===== src/design/stepper_cfg.svh =====
`ifndef STEPPER_CFG_SVH
`define STEPPER_CFG_SVH
// ===================================================
// Timing
`define CLK_PERIOD_NS   10
`define BLANK_NS        5500
`define BLANK_CYC       (`BLANK_NS / `CLK_PERIOD_NS)
`define PULSE_MIN_NS    10000
`define PULSE_MIN_CYC   ((`PULSE_MIN_NS + `CLK_PERIOD_NS - 1) / `CLK_PERIOD_NS)
`define RESET_GAP_NS    10000
`define RESET_GAP_CYC   ((`RESET_GAP_NS + `CLK_PERIOD_NS - 1) / `CLK_PERIOD_NS)
`define RESET_LOW_CYC   100
`define RAMP_STEPS      4
// ===================================================
// Register offsets
`define OFS_CTRL        8'h00
`define OFS_STEPS       8'h04
`define OFS_HALF        8'h08
`define OFS_STATUS      8'h0c
// ===================================================
// Field positions
`define CTRL_EN         0
`define CTRL_EXC        1
`define CTRL_EDGE       2
`define CTRL_DIR        3
`define CTRL_RST        4
`define STAT_BUSY       0
`define STAT_FAULT      1
`define STAT_SUPPLY     2
// ===================================================
// Reset values and answers
`define CTRL_RST_VAL    4'h4
`define HALF_RST_VAL    16'h03e8
`define RESP_OKAY       2'h0
`define RESP_SLVERR     2'h2
`endif


===== src/design/stepper_pkg.sv =====
`default_nettype none
package stepper_pkg;
    // ===================================================
    // Device state
    typedef struct packed {
        logic [2:0] pos;
        logic       clk_prev;
        logic       chop_prev;
        logic       trip;
        logic [9:0] blank_cnt;
        logic [3:0] phase;
        logic       fault_n;
    } dev_state_t;

    // ===================================================
    // Controller state
    typedef enum logic [1:0] {H_IDLE, H_RUN, H_RST_LOW, H_RST_GAP} host_mode_t;

    typedef struct packed {
        host_mode_t  mode;
        logic [3:0]  ctrl;
        logic [15:0] steps;
        logic [15:0] half;
        logic [16:0] timer;
        logic        step_clock;
        logic        exc;
        logic        edge_sel;
        logic        dir;
        logic        en;
        logic        rst_n;
        logic        got_aw;
        logic        got_w;
        logic [7:0]  waddr;
        logic [31:0] wdata;
        logic [3:0]  wstrb;
        logic        awready;
        logic        wready;
        logic        bvalid;
        logic [1:0]  bresp;
        logic        arready;
        logic        rvalid;
        logic [1:0]  rresp;
        logic [31:0] rdata;
    } host_state_t;
endpackage
`default_nettype wire


===== src/design/step_link_if.sv =====
`timescale 1ns/1ps
`default_nettype none
// ===================================================
// Pins between controller and driver logic
interface step_link_if;
    logic step_clock;
    logic excitation_select;
    logic edge_select;
    logic direction_select;
    logic sync_reset_n;
    logic enable;
    logic winding_first;
    logic winding_first_rev;
    logic winding_second;
    logic winding_second_rev;
    logic fault_n;

    modport host (
        output step_clock, excitation_select, edge_select,
        output direction_select, sync_reset_n, enable,
        input  winding_first, winding_first_rev, winding_second,
        input  winding_second_rev, fault_n
    );
    modport device (
        input  step_clock, excitation_select, edge_select,
        input  direction_select, sync_reset_n, enable,
        output winding_first, winding_first_rev, winding_second,
        output winding_second_rev, fault_n
    );
endinterface
`default_nettype wire


===== src/design/stepper_host.sv =====
// Contract
// - Power-up reset initialises all sequencing state
// - Controller holds enable low below supply
// - Controller waits 10 us after reset release
// - Step clock up to 50 kHz, 10 us pulses
// - Edge select high: rising only, else both
// - Direction input picks rotation sense
// - Direction stable 6.25 us around rising edge
// - Enable low forces all phases off
// - Enable return resumes same sequence point
// - Controller slows clock gradually before stopping; code doubles the period once, for the last 4 steps
// - Excitation select: low full, high half
// - Mode inputs stable 5 us around edge; code changes them at the falling edge, which is active when both edges step
// - Trips latch and force phases off
// - Latch cleared only by resets
// - Overcurrent trips above current threshold
// - Blank overcurrent 5.5 us after chop start
// - Overheat trips like overcurrent
// - Reset low clears; release loads first+fourth
// - Fault output low while latch set
//
// Local design decisions: the AXI4-Lite slave port and the register addresses.
`timescale 1ns/1ps
`default_nettype none
`include "stepper_cfg.svh"
module stepper_host (
    // Clock and reset
    input  wire logic        aclk,
    input  wire logic        aresetn,
    // AXI4-Lite write
    input  wire logic [7:0]  awaddr,
    input  wire logic        awvalid,
    output var  logic        awready,
    input  wire logic [31:0] wdata,
    input  wire logic [3:0]  wstrb,
    input  wire logic        wvalid,
    output var  logic        wready,
    output var  logic [1:0]  bresp,
    output var  logic        bvalid,
    input  wire logic        bready,
    // AXI4-Lite read
    input  wire logic [7:0]  araddr,
    input  wire logic        arvalid,
    output var  logic        arready,
    output var  logic [31:0] rdata,
    output var  logic [1:0]  rresp,
    output var  logic        rvalid,
    input  wire logic        rready,
    // Supply monitor
    input  wire logic        supply_ok,
    // Link to the driver
    step_link_if.host        link
);
    import stepper_pkg::*;

    // ===================================================
    // Synchronise fault and supply
    logic [1:0] in_s;

    pin_sync #(
        .WIDTH(2)
    ) u_sync (
        .aclk    (aclk),
        .aresetn (aresetn),
        .d       ({link.fault_n, supply_ok}),
        .q       (in_s)
    );

    // ===================================================
    // Register decode, shared by reads and writes
    function automatic logic mapped(input logic [7:0] a);
        return (a == `OFS_CTRL) || (a == `OFS_STEPS)
               || (a == `OFS_HALF) || (a == `OFS_STATUS);
    endfunction

    function automatic logic [31:0] read_word(
        input host_state_t s,
        input logic [7:0]  a,
        input logic [1:0]  pins
    );
        logic [31:0] v;
        v = 32'h0;
        if (a == `OFS_CTRL)
            v[3:0] = s.ctrl;
        else if (a == `OFS_STEPS)
            v[15:0] = s.steps;
        else if (a == `OFS_HALF)
            v[15:0] = s.half;
        else if (a == `OFS_STATUS)
        begin
            v[`STAT_BUSY]   = (s.mode != H_IDLE);
            v[`STAT_FAULT]  = !pins[1];
            v[`STAT_SUPPLY] = pins[0];
        end
        return v;
    endfunction

    host_state_t r;
    host_state_t n;
    logic [16:0] half_eff;
    logic [31:0] wv;

    // Next-state logic
    always_comb
    begin
        n = r;
        wv = 32'h0;
        // Doubled period over the last steps eases the stop
        half_eff = (r.steps <= 16'(`RAMP_STEPS))
                   ? {r.half, 1'b0} : {1'b0, r.half};
        // Enable follows supply at once
        n.en = r.ctrl[`CTRL_EN] && in_s[0];
        if (r.timer != 17'h0)
            n.timer = r.timer - 17'h1;

        // Step sequencer
        unique case (r.mode)
            H_IDLE:
            begin
                // Mode pins move only far from any rising edge
                n.exc      = r.ctrl[`CTRL_EXC];
                n.edge_sel = r.ctrl[`CTRL_EDGE];
                n.dir      = r.ctrl[`CTRL_DIR];
                if (r.steps != 16'h0)
                begin
                    n.mode  = H_RUN;
                    n.timer = half_eff - 17'h1;
                end
            end
            H_RUN:
            begin
                if (r.timer == 17'h0)
                begin
                    if (r.steps == 16'h0 && !(r.step_clock && r.edge_sel))
                        n.mode = H_IDLE;
                    else
                    begin
                        n.step_clock = !r.step_clock;
                        n.timer      = half_eff - 17'h1;
                        if (!r.step_clock || !r.edge_sel)
                            n.steps = r.steps - 16'h1;
                        if (r.step_clock)
                        begin
                            n.exc      = r.ctrl[`CTRL_EXC];
                            n.edge_sel = r.ctrl[`CTRL_EDGE];
                            n.dir      = r.ctrl[`CTRL_DIR];
                        end
                    end
                end
            end
            H_RST_LOW:
            begin
                n.step_clock = 1'b0;
                n.rst_n      = 1'b0;
                if (r.timer == 17'h0)
                begin
                    n.rst_n = 1'b1;
                    n.mode  = H_RST_GAP;
                    n.timer = 17'(`RESET_GAP_CYC) - 17'h1;
                end
            end
            H_RST_GAP:
            begin
                if (r.timer == 17'h0)
                    n.mode = H_IDLE;
            end
        endcase

        // Write channels taken in either order
        if (awvalid && r.awready)
        begin
            n.got_aw = 1'b1;
            n.waddr  = awaddr;
        end
        if (wvalid && r.wready)
        begin
            n.got_w = 1'b1;
            n.wdata = wdata;
            n.wstrb = wstrb;
        end
        if (r.got_aw && r.got_w && !r.bvalid)
        begin
            n.got_aw = 1'b0;
            n.got_w  = 1'b0;
            n.bvalid = 1'b1;
            n.bresp  = mapped(r.waddr) ? `RESP_OKAY : `RESP_SLVERR;
            wv = read_word(r, r.waddr, in_s);
            for (int i = 0; i < 4; i++)
                if (r.wstrb[i])
                    wv[8*i +: 8] = r.wdata[8*i +: 8];
            if (r.waddr == `OFS_CTRL)
            begin
                n.ctrl = wv[3:0];
                if (r.wstrb[0] && r.wdata[`CTRL_RST])
                begin
                    n.mode  = H_RST_LOW;
                    n.steps = 16'h0;
                    n.timer = 17'(`RESET_LOW_CYC) - 17'h1;
                end
            end
            else if (r.waddr == `OFS_STEPS)
                n.steps = wv[15:0];
            else if (r.waddr == `OFS_HALF)
                n.half = (wv[15:0] < 16'(`PULSE_MIN_CYC))
                         ? 16'(`PULSE_MIN_CYC) : wv[15:0];
        end
        if (r.bvalid && bready)
            n.bvalid = 1'b0;
        n.awready = !n.got_aw && !n.bvalid;
        n.wready  = !n.got_w && !n.bvalid;

        // Read channel
        if (arvalid && r.arready)
        begin
            n.rvalid = 1'b1;
            n.rdata  = read_word(r, araddr, in_s);
            n.rresp  = mapped(araddr) ? `RESP_OKAY : `RESP_SLVERR;
        end
        else if (r.rvalid && rready)
            n.rvalid = 1'b0;
        n.arready = !n.rvalid;
    end

    // Register the state; reset runs a reset pulse on the pin
    always_ff @(posedge aclk)
    begin
        if (!aresetn)
        begin
            r       <= '0;
            r.mode  <= H_RST_LOW;
            r.timer <= 17'(`RESET_LOW_CYC);
            r.ctrl  <= `CTRL_RST_VAL;
            r.half  <= `HALF_RST_VAL;
        end
        else
        begin
            r <= n;
        end
    end

    // ===================================================
    // Outputs straight from the state register
    assign awready                = r.awready;
    assign wready                 = r.wready;
    assign bvalid                 = r.bvalid;
    assign bresp                  = r.bresp;
    assign arready                = r.arready;
    assign rvalid                 = r.rvalid;
    assign rdata                  = r.rdata;
    assign rresp                  = r.rresp;
    assign link.step_clock        = r.step_clock;
    assign link.excitation_select = r.exc;
    assign link.edge_select       = r.edge_sel;
    assign link.direction_select  = r.dir;
    assign link.sync_reset_n      = r.rst_n;
    assign link.enable            = r.en;
endmodule
`default_nettype wire


===== src/design/pin_sync.sv =====
`timescale 1ns/1ps
`default_nettype none
// ===================================================
// Two-stage synchroniser for asynchronous pins
module pin_sync #(
    parameter int WIDTH = 1
) (
    // Clock and reset
    input  wire logic             aclk,
    input  wire logic             aresetn,
    // Pins and synchronised copies
    input  wire logic [WIDTH-1:0] d,
    output var  logic [WIDTH-1:0] q
);
    typedef struct packed {
        logic [WIDTH-1:0] s1;
        logic [WIDTH-1:0] s2;
    } sync_state_t;

    sync_state_t r;
    sync_state_t n;

    // First stage feeds only the second
    always_comb
    begin
        n.s1 = d;
        n.s2 = r.s1;
    end

    always_ff @(posedge aclk)
    begin
        if (!aresetn)
            r <= '0;
        else
            r <= n;
    end

    assign q = r.s2;
endmodule
`default_nettype wire


===== src/flat_wrapper.sv =====
// flat-port wrapper written by rule: the top's interface ports become plain ports
module stepper_host_flat import stepper_pkg::*;
  (aclk, aresetn, awaddr, awvalid, awready, wdata, wstrb, wvalid, wready, bresp, bvalid, bready, araddr, arvalid, arready, rdata, rresp, rvalid, rready, supply_ok, link_step_clock, link_excitation_select, link_edge_select, link_direction_select, link_sync_reset_n, link_enable, link_winding_first, link_winding_first_rev, link_winding_second, link_winding_second_rev, link_fault_n);
  step_link_if link_i ();
  input  wire logic aclk;
  input  wire logic aresetn;
  input  wire logic [7:0] awaddr;
  input  wire logic awvalid;
  output var  logic awready;
  input  wire logic [31:0] wdata;
  input  wire logic [3:0] wstrb;
  input  wire logic wvalid;
  output var  logic wready;
  output var  logic [1:0] bresp;
  output var  logic bvalid;
  input  wire logic bready;
  input  wire logic [7:0] araddr;
  input  wire logic arvalid;
  output var  logic arready;
  output var  logic [31:0] rdata;
  output var  logic [1:0] rresp;
  output var  logic rvalid;
  input  wire logic rready;
  input  wire logic supply_ok;
  output wire logic [$bits(link_i.step_clock)-1:0] link_step_clock;
  output wire logic [$bits(link_i.excitation_select)-1:0] link_excitation_select;
  output wire logic [$bits(link_i.edge_select)-1:0] link_edge_select;
  output wire logic [$bits(link_i.direction_select)-1:0] link_direction_select;
  output wire logic [$bits(link_i.sync_reset_n)-1:0] link_sync_reset_n;
  output wire logic [$bits(link_i.enable)-1:0] link_enable;
  input wire logic [$bits(link_i.winding_first)-1:0] link_winding_first;
  input wire logic [$bits(link_i.winding_first_rev)-1:0] link_winding_first_rev;
  input wire logic [$bits(link_i.winding_second)-1:0] link_winding_second;
  input wire logic [$bits(link_i.winding_second_rev)-1:0] link_winding_second_rev;
  input wire logic [$bits(link_i.fault_n)-1:0] link_fault_n;
  assign link_step_clock = link_i.step_clock;
  assign link_excitation_select = link_i.excitation_select;
  assign link_edge_select = link_i.edge_select;
  assign link_direction_select = link_i.direction_select;
  assign link_sync_reset_n = link_i.sync_reset_n;
  assign link_enable = link_i.enable;
  assign link_i.winding_first = link_winding_first;
  assign link_i.winding_first_rev = link_winding_first_rev;
  assign link_i.winding_second = link_winding_second;
  assign link_i.winding_second_rev = link_winding_second_rev;
  assign link_i.fault_n = link_fault_n;
  stepper_host u_core (.aclk(aclk), .aresetn(aresetn), .awaddr(awaddr), .awvalid(awvalid), .awready(awready), .wdata(wdata), .wstrb(wstrb), .wvalid(wvalid), .wready(wready), .bresp(bresp), .bvalid(bvalid), .bready(bready), .araddr(araddr), .arvalid(arvalid), .arready(arready), .rdata(rdata), .rresp(rresp), .rvalid(rvalid), .rready(rready), .supply_ok(supply_ok), .link(link_i));
endmodule

===== config.mk =====
export PLATFORM = sky130hd
export DESIGN_NAME = stepper_host_flat
export DESIGN_NICKNAME = d
export VERILOG_FILES = /design/src/design/stepper_pkg.sv /design/src/design/step_link_if.sv /design/src/design/stepper_host.sv /design/src/design/pin_sync.sv /design/src/flat_wrapper.sv
export VERILOG_INCLUDE_DIRS = /design/src /design/src/design
export SDC_FILE = /design/constraint.sdc
export NUM_CORES = 1
export LEC_CHECK = 0
export ABC_AREA = 1
export ABC_CLOCK_PERIOD_IN_PS = 2780
export BUFFER_PORTS_ARGS = -buffer_cell sky130_fd_sc_hd__buf_4
export CAP_MARGIN = 0
export CORE_ASPECT_RATIO = 1.4
export CORE_MARGIN = 1
export CORE_UTILIZATION = 40
export CTS_CLUSTER_DIAMETER = 30
export DETAILED_ROUTE_END_ITERATION = 8
export HOLD_SLACK_MARGIN = 0.03
export SLEW_MARGIN = 20
export SYNTH_ARGS = -nofsm -noshare
export SYNTH_HDL_FRONTEND = slang
export SYNTH_SLANG_ARGS = --single-unit

===== constraint.sdc =====
create_clock -name aclk -period 2.78 [get_ports aclk]
set_input_delay 0.695 -clock aclk [delete_from_list [all_inputs] [get_ports aclk]]
set_output_delay 0.695 -clock aclk [all_outputs]
set_load 0.05 [all_outputs]

==> flow_summary_export.csv <==
group,metric,value,unit
timing,clock_skew,11.5,ps
synthesis,yosysWarnings,0,
cts,path_clk_slew,60,ps
global_route,grtUsageTotal,24.3,%
synthesis,synth_seq_cells,116,
cts,cts_inserted_buffers,17,
cts,cts_buffer_depth,2,
floorplanning,placementRows,57,
power,clkPwrFrac,48.3,%
floorplanning,ios,112,
timing,worstMarginPinSlew,793,ps
global_route,overflow,0,
timing,post-route-period-util,88.8,%
critical_path,cp_data_required_time,3130,ps
global_route,grt_pass1_vias,6755,
timing,finalSetupViolations,0,
timing,finalSetupTns,0,ps
cts,root_buffer,"clkbuf_16",
timing,slew_headroom,46.6,%
detailed_routing,drt-wirelength-per-cell,15.2,µm
run,maxCapViolCount,0,
critical_path,start_kind,"flip-flop",
placement,post-dp-hpwl,16600,µm
synthesis,syn_inst,1089,
cts,clkLatencyLatePin,420,ps
floorplanning,core-area,0.0174,mm²
cells_and_area,syn_to_final_growth,17.8,%
power,p_leak,3.75,nW
synthesis,synth_async_sr_flop_share,0,%
synthesis,synth_top_area_cell,"dfxtp_1",
cts,cts_hold_buf,0,
synthesis,synth.top_cell.area_share,32.6,%
global_route,grt_antenna_before_repair,0,
cells_and_area,nets,1224,
detailed_routing,drt_iter0_drc,562,
cells_and_area,multi_input_area,0.00390,mm²
detailed_routing,drcViolationCount,0,
cts,post_cts_buffers,0,
critical_path,arrival,2820,ps
cells_and_area,final_area,0.00839,mm²
critical_path,crit_end,"u_core.r[109]",
cells_and_area,regArea,0.00232,mm²
critical_path,crit_path_end_kind,"flip-flop",
min_path,hold_path.class,"flip-flop to flip-flop",
critical_path,reg2reg_from,"u_core.r[127]",
floorplanning,fp.dieArea,0.0183,mm²
critical_path,r2r_cells,17,
placement,place_area,0.00781,mm²
run_status,status,"finished clean",
power,seqPwrFrac,39.8,%
timing,hold_violations,0,
detailed_routing,vias,7223,
cells_and_area,fillers,1821,
placement,numPortBuffers,71,
critical_path,worst-r2r-setup-slack,310,ps
placement,gp_congestion,0.936,
floorplanning,initial_core_util,40.9,%
global_route,grt_first_pass_wirelength,34300,µm
timing,clock.fmax,405,MHz
cts,cts_tree,"yes",
power,power_density,527,mW/mm²
cells_and_area,drive_gt1_share,16.5,%
timing,hold_ws,412,ps
power,max-vdd-ir-drop,0.379,mV
floorplanning,die_y,160,µm
floorplanning,die_w,115,µm
critical_path,path_max_fanout,18,
power,p_sw_share,28.8,%
detailed_routing,vias_per_cell,5.15,
synthesis,ys.flop_type,"dfxtp_1",
cells_and_area,n_antenna_cell,0,
timing,rsz0062_at_grt,"no",
detailed_routing,drtPass1Iterations,6,
cts,cts.sinks,116,
power,intPower,3.14,mW
synthesis,ys_seq_area_share,32.6,%
power,combPwrFrac,11.9,%
power,netSwitchingPower,1.27,mW
timing,min_period,2470,ps
synthesis,synthTopCellsByArea,"dfxtp_1, nand2_1, inv_1",
synthesis,synth-edff-count,0,
detailed_routing,antenna_left,0,
cts,htree_levels,4,
synthesis,synth_area,0.00712,mm²
global_route,grt_max_degree,36,
critical_path,critPathLaunch,"u_core.r[127]",
critical_path,r2r-end,"u_core.r[109]",
cts,post_cts_resized,0,
timing,drv_slew,0,
synthesis,synth_area_per_cell,6.54,µm²
synthesis,ys_types,53,
detailed_routing,drt_wl_total,21400,µm
critical_path,path_class,"flip-flop to flip-flop",
-- stage by stage --
stage / power, mW / instances / utilization, % / worst slack [ps]
after floorplan: 2.16 / 1106 / - / 594
after global placement: 2.31 / 1371 / 44.9 / 319
after detailed placement: 2.31 / 1371 / 44.9 / 297
after CTS: 4.44 / 1403 / 48.2 / 298
after global routing: 4.61 / 1403 / 48.2 / 54.0
final: 4.42 / 1403 / 48.2 / 311
-- cells in the mapped netlist (5+ instances only) --
master / n
nand2_1: 249
inv_1: 125
nor2_1: 117
dfxtp_1: 116
a21oi_1: 87
nand3_1: 69
o21ai_0: 69
buf_4: 38
nand4_1: 30
clkbuf_1: 24
nor3_1: 20
xor2_1: 14
inv_2: 12
o22ai_1: 12
nand2_2: 10
nor2_4: 9
nor2_2: 7
o21ai_1: 7
nand2_4: 6
a31oi_1: 5
buf_2: 5
ha_1: 5
nor3_2: 5
-- worst min path at each step --
| stage | startpoint | endpoint | slack (ps) | cells after the start |
|---|---|---|---|---|
| floorplan | u_core.u_sync.n[0] | u_core.u_sync.q[0] | 390 | 2 |
| global placement | u_core.u_sync.n[1] | u_core.u_sync.q[1] | 400 | 2 |
| detailed placement | u_core.u_sync.n[1] | u_core.u_sync.q[1] | 400 | 2 |
| CTS | u_core.u_sync.n[1] | u_core.u_sync.q[1] | 410 | 2 |
| global route | u_core.u_sync.n[0] | u_core.u_sync.q[0] | 430 | 2 |
| finish | u_core.u_sync.n[1] | u_core.u_sync.q[1] | 410 | 2 |
-- routing by layer --
metal	part of all wire, %	GRT usage, %	vias to the layer above
met5	0	0	-
met4	5.4	14.4	0
met3	3.6	3.11	58
met2	53	44.1	233
met1	38	26.4	3294
li1	-	-	3638
-- layout make-up --
class	count	share of cell area (%)
multi-input cells	780	46.5
flip-flops and latches	116	27.7
repair buffers	99	9.16
inverters	140	6.27
clock buffers	18	5.12
well taps	236	3.52
clock inverters	14	1.72
-- critical path, cell delays in order (launching register included) --
cell	delay (ps)
dfxtp_1	410
inv_1	120
ha_1	250
inv_2	80
a21oi_4	60
nand3_4	120
buf_12	150
nand2_1	50
o21ai_0	80
ha_1	230
nand3_2	140
nor2_4	200
nand2_1	70
nand2_1	110
nand3_1	100
nand2_1	70
nand2_1	60
a21oi_2	110
-- sequential cells by signal, summed over array words and instances (netlist names), 2 cells and up --
| name | cells |
|---|---|
| u_core.r | 83 |
| u_core.rdata | 16 |
| u_core.u_sync.n | 2 |
| u_core.u_sync.q | 2 |
-- cell usage in the layout, fill, tap and decap left out, types with 3 or more instances in the layout --
master and count:
o21ai_0 69, nand2_4 6, nor3_1 20, nand2_2 10, a31oi_1 5, nor2_4 9
nor2_2 7, a21oi_1 87, conb_1 18, xor2_1 14, nor4_1 4, nand2_1 249
o21ai_1 7, nand3_1 69, o221ai_1 3, clkinv_1 3, inv_6 6, ha_1 5
nor3_2 5, inv_1 125, o22ai_1 12, clkbuf_16 17, clkinv_4 4, buf_4 97
dfxtp_1 116, nor2_1 117, inv_2 12, nand4_1 30
-- cells by family (layout without fill, tap and decap cells) --
family                   Yosys count  in the layout  synth area share (%)
buffers and inverters            210            271                  13.5
XOR/XNOR                          15             15                  1.85
AND/OR/NAND/NOR                  539            539                  35.4
adder cells (fa/ha/maj)            5              5                 0.879
flip-flops                       116            116                  32.6
AO/OA/AOI/OAI                    203            203                  15.7
other                              1             18                0.0527
-- power groups by stage --
| stage | logic (mW) | registers [mW] | clock network, mW |
|---|---|---|---|
| after detailed placement | 0.519 | 1.79 | 0 |
| final | 0.525 | 1.76 | 2.13 |
| after CTS | 0.521 | 1.76 | 2.16 |
| after global routing | 0.581 | 1.76 | 2.26 |
| after global placement | 0.515 | 1.79 | 0 |
| after floorplan | 0.359 | 1.80 | 0 |
Note: power is estimated with default switching activity, not from simulation.
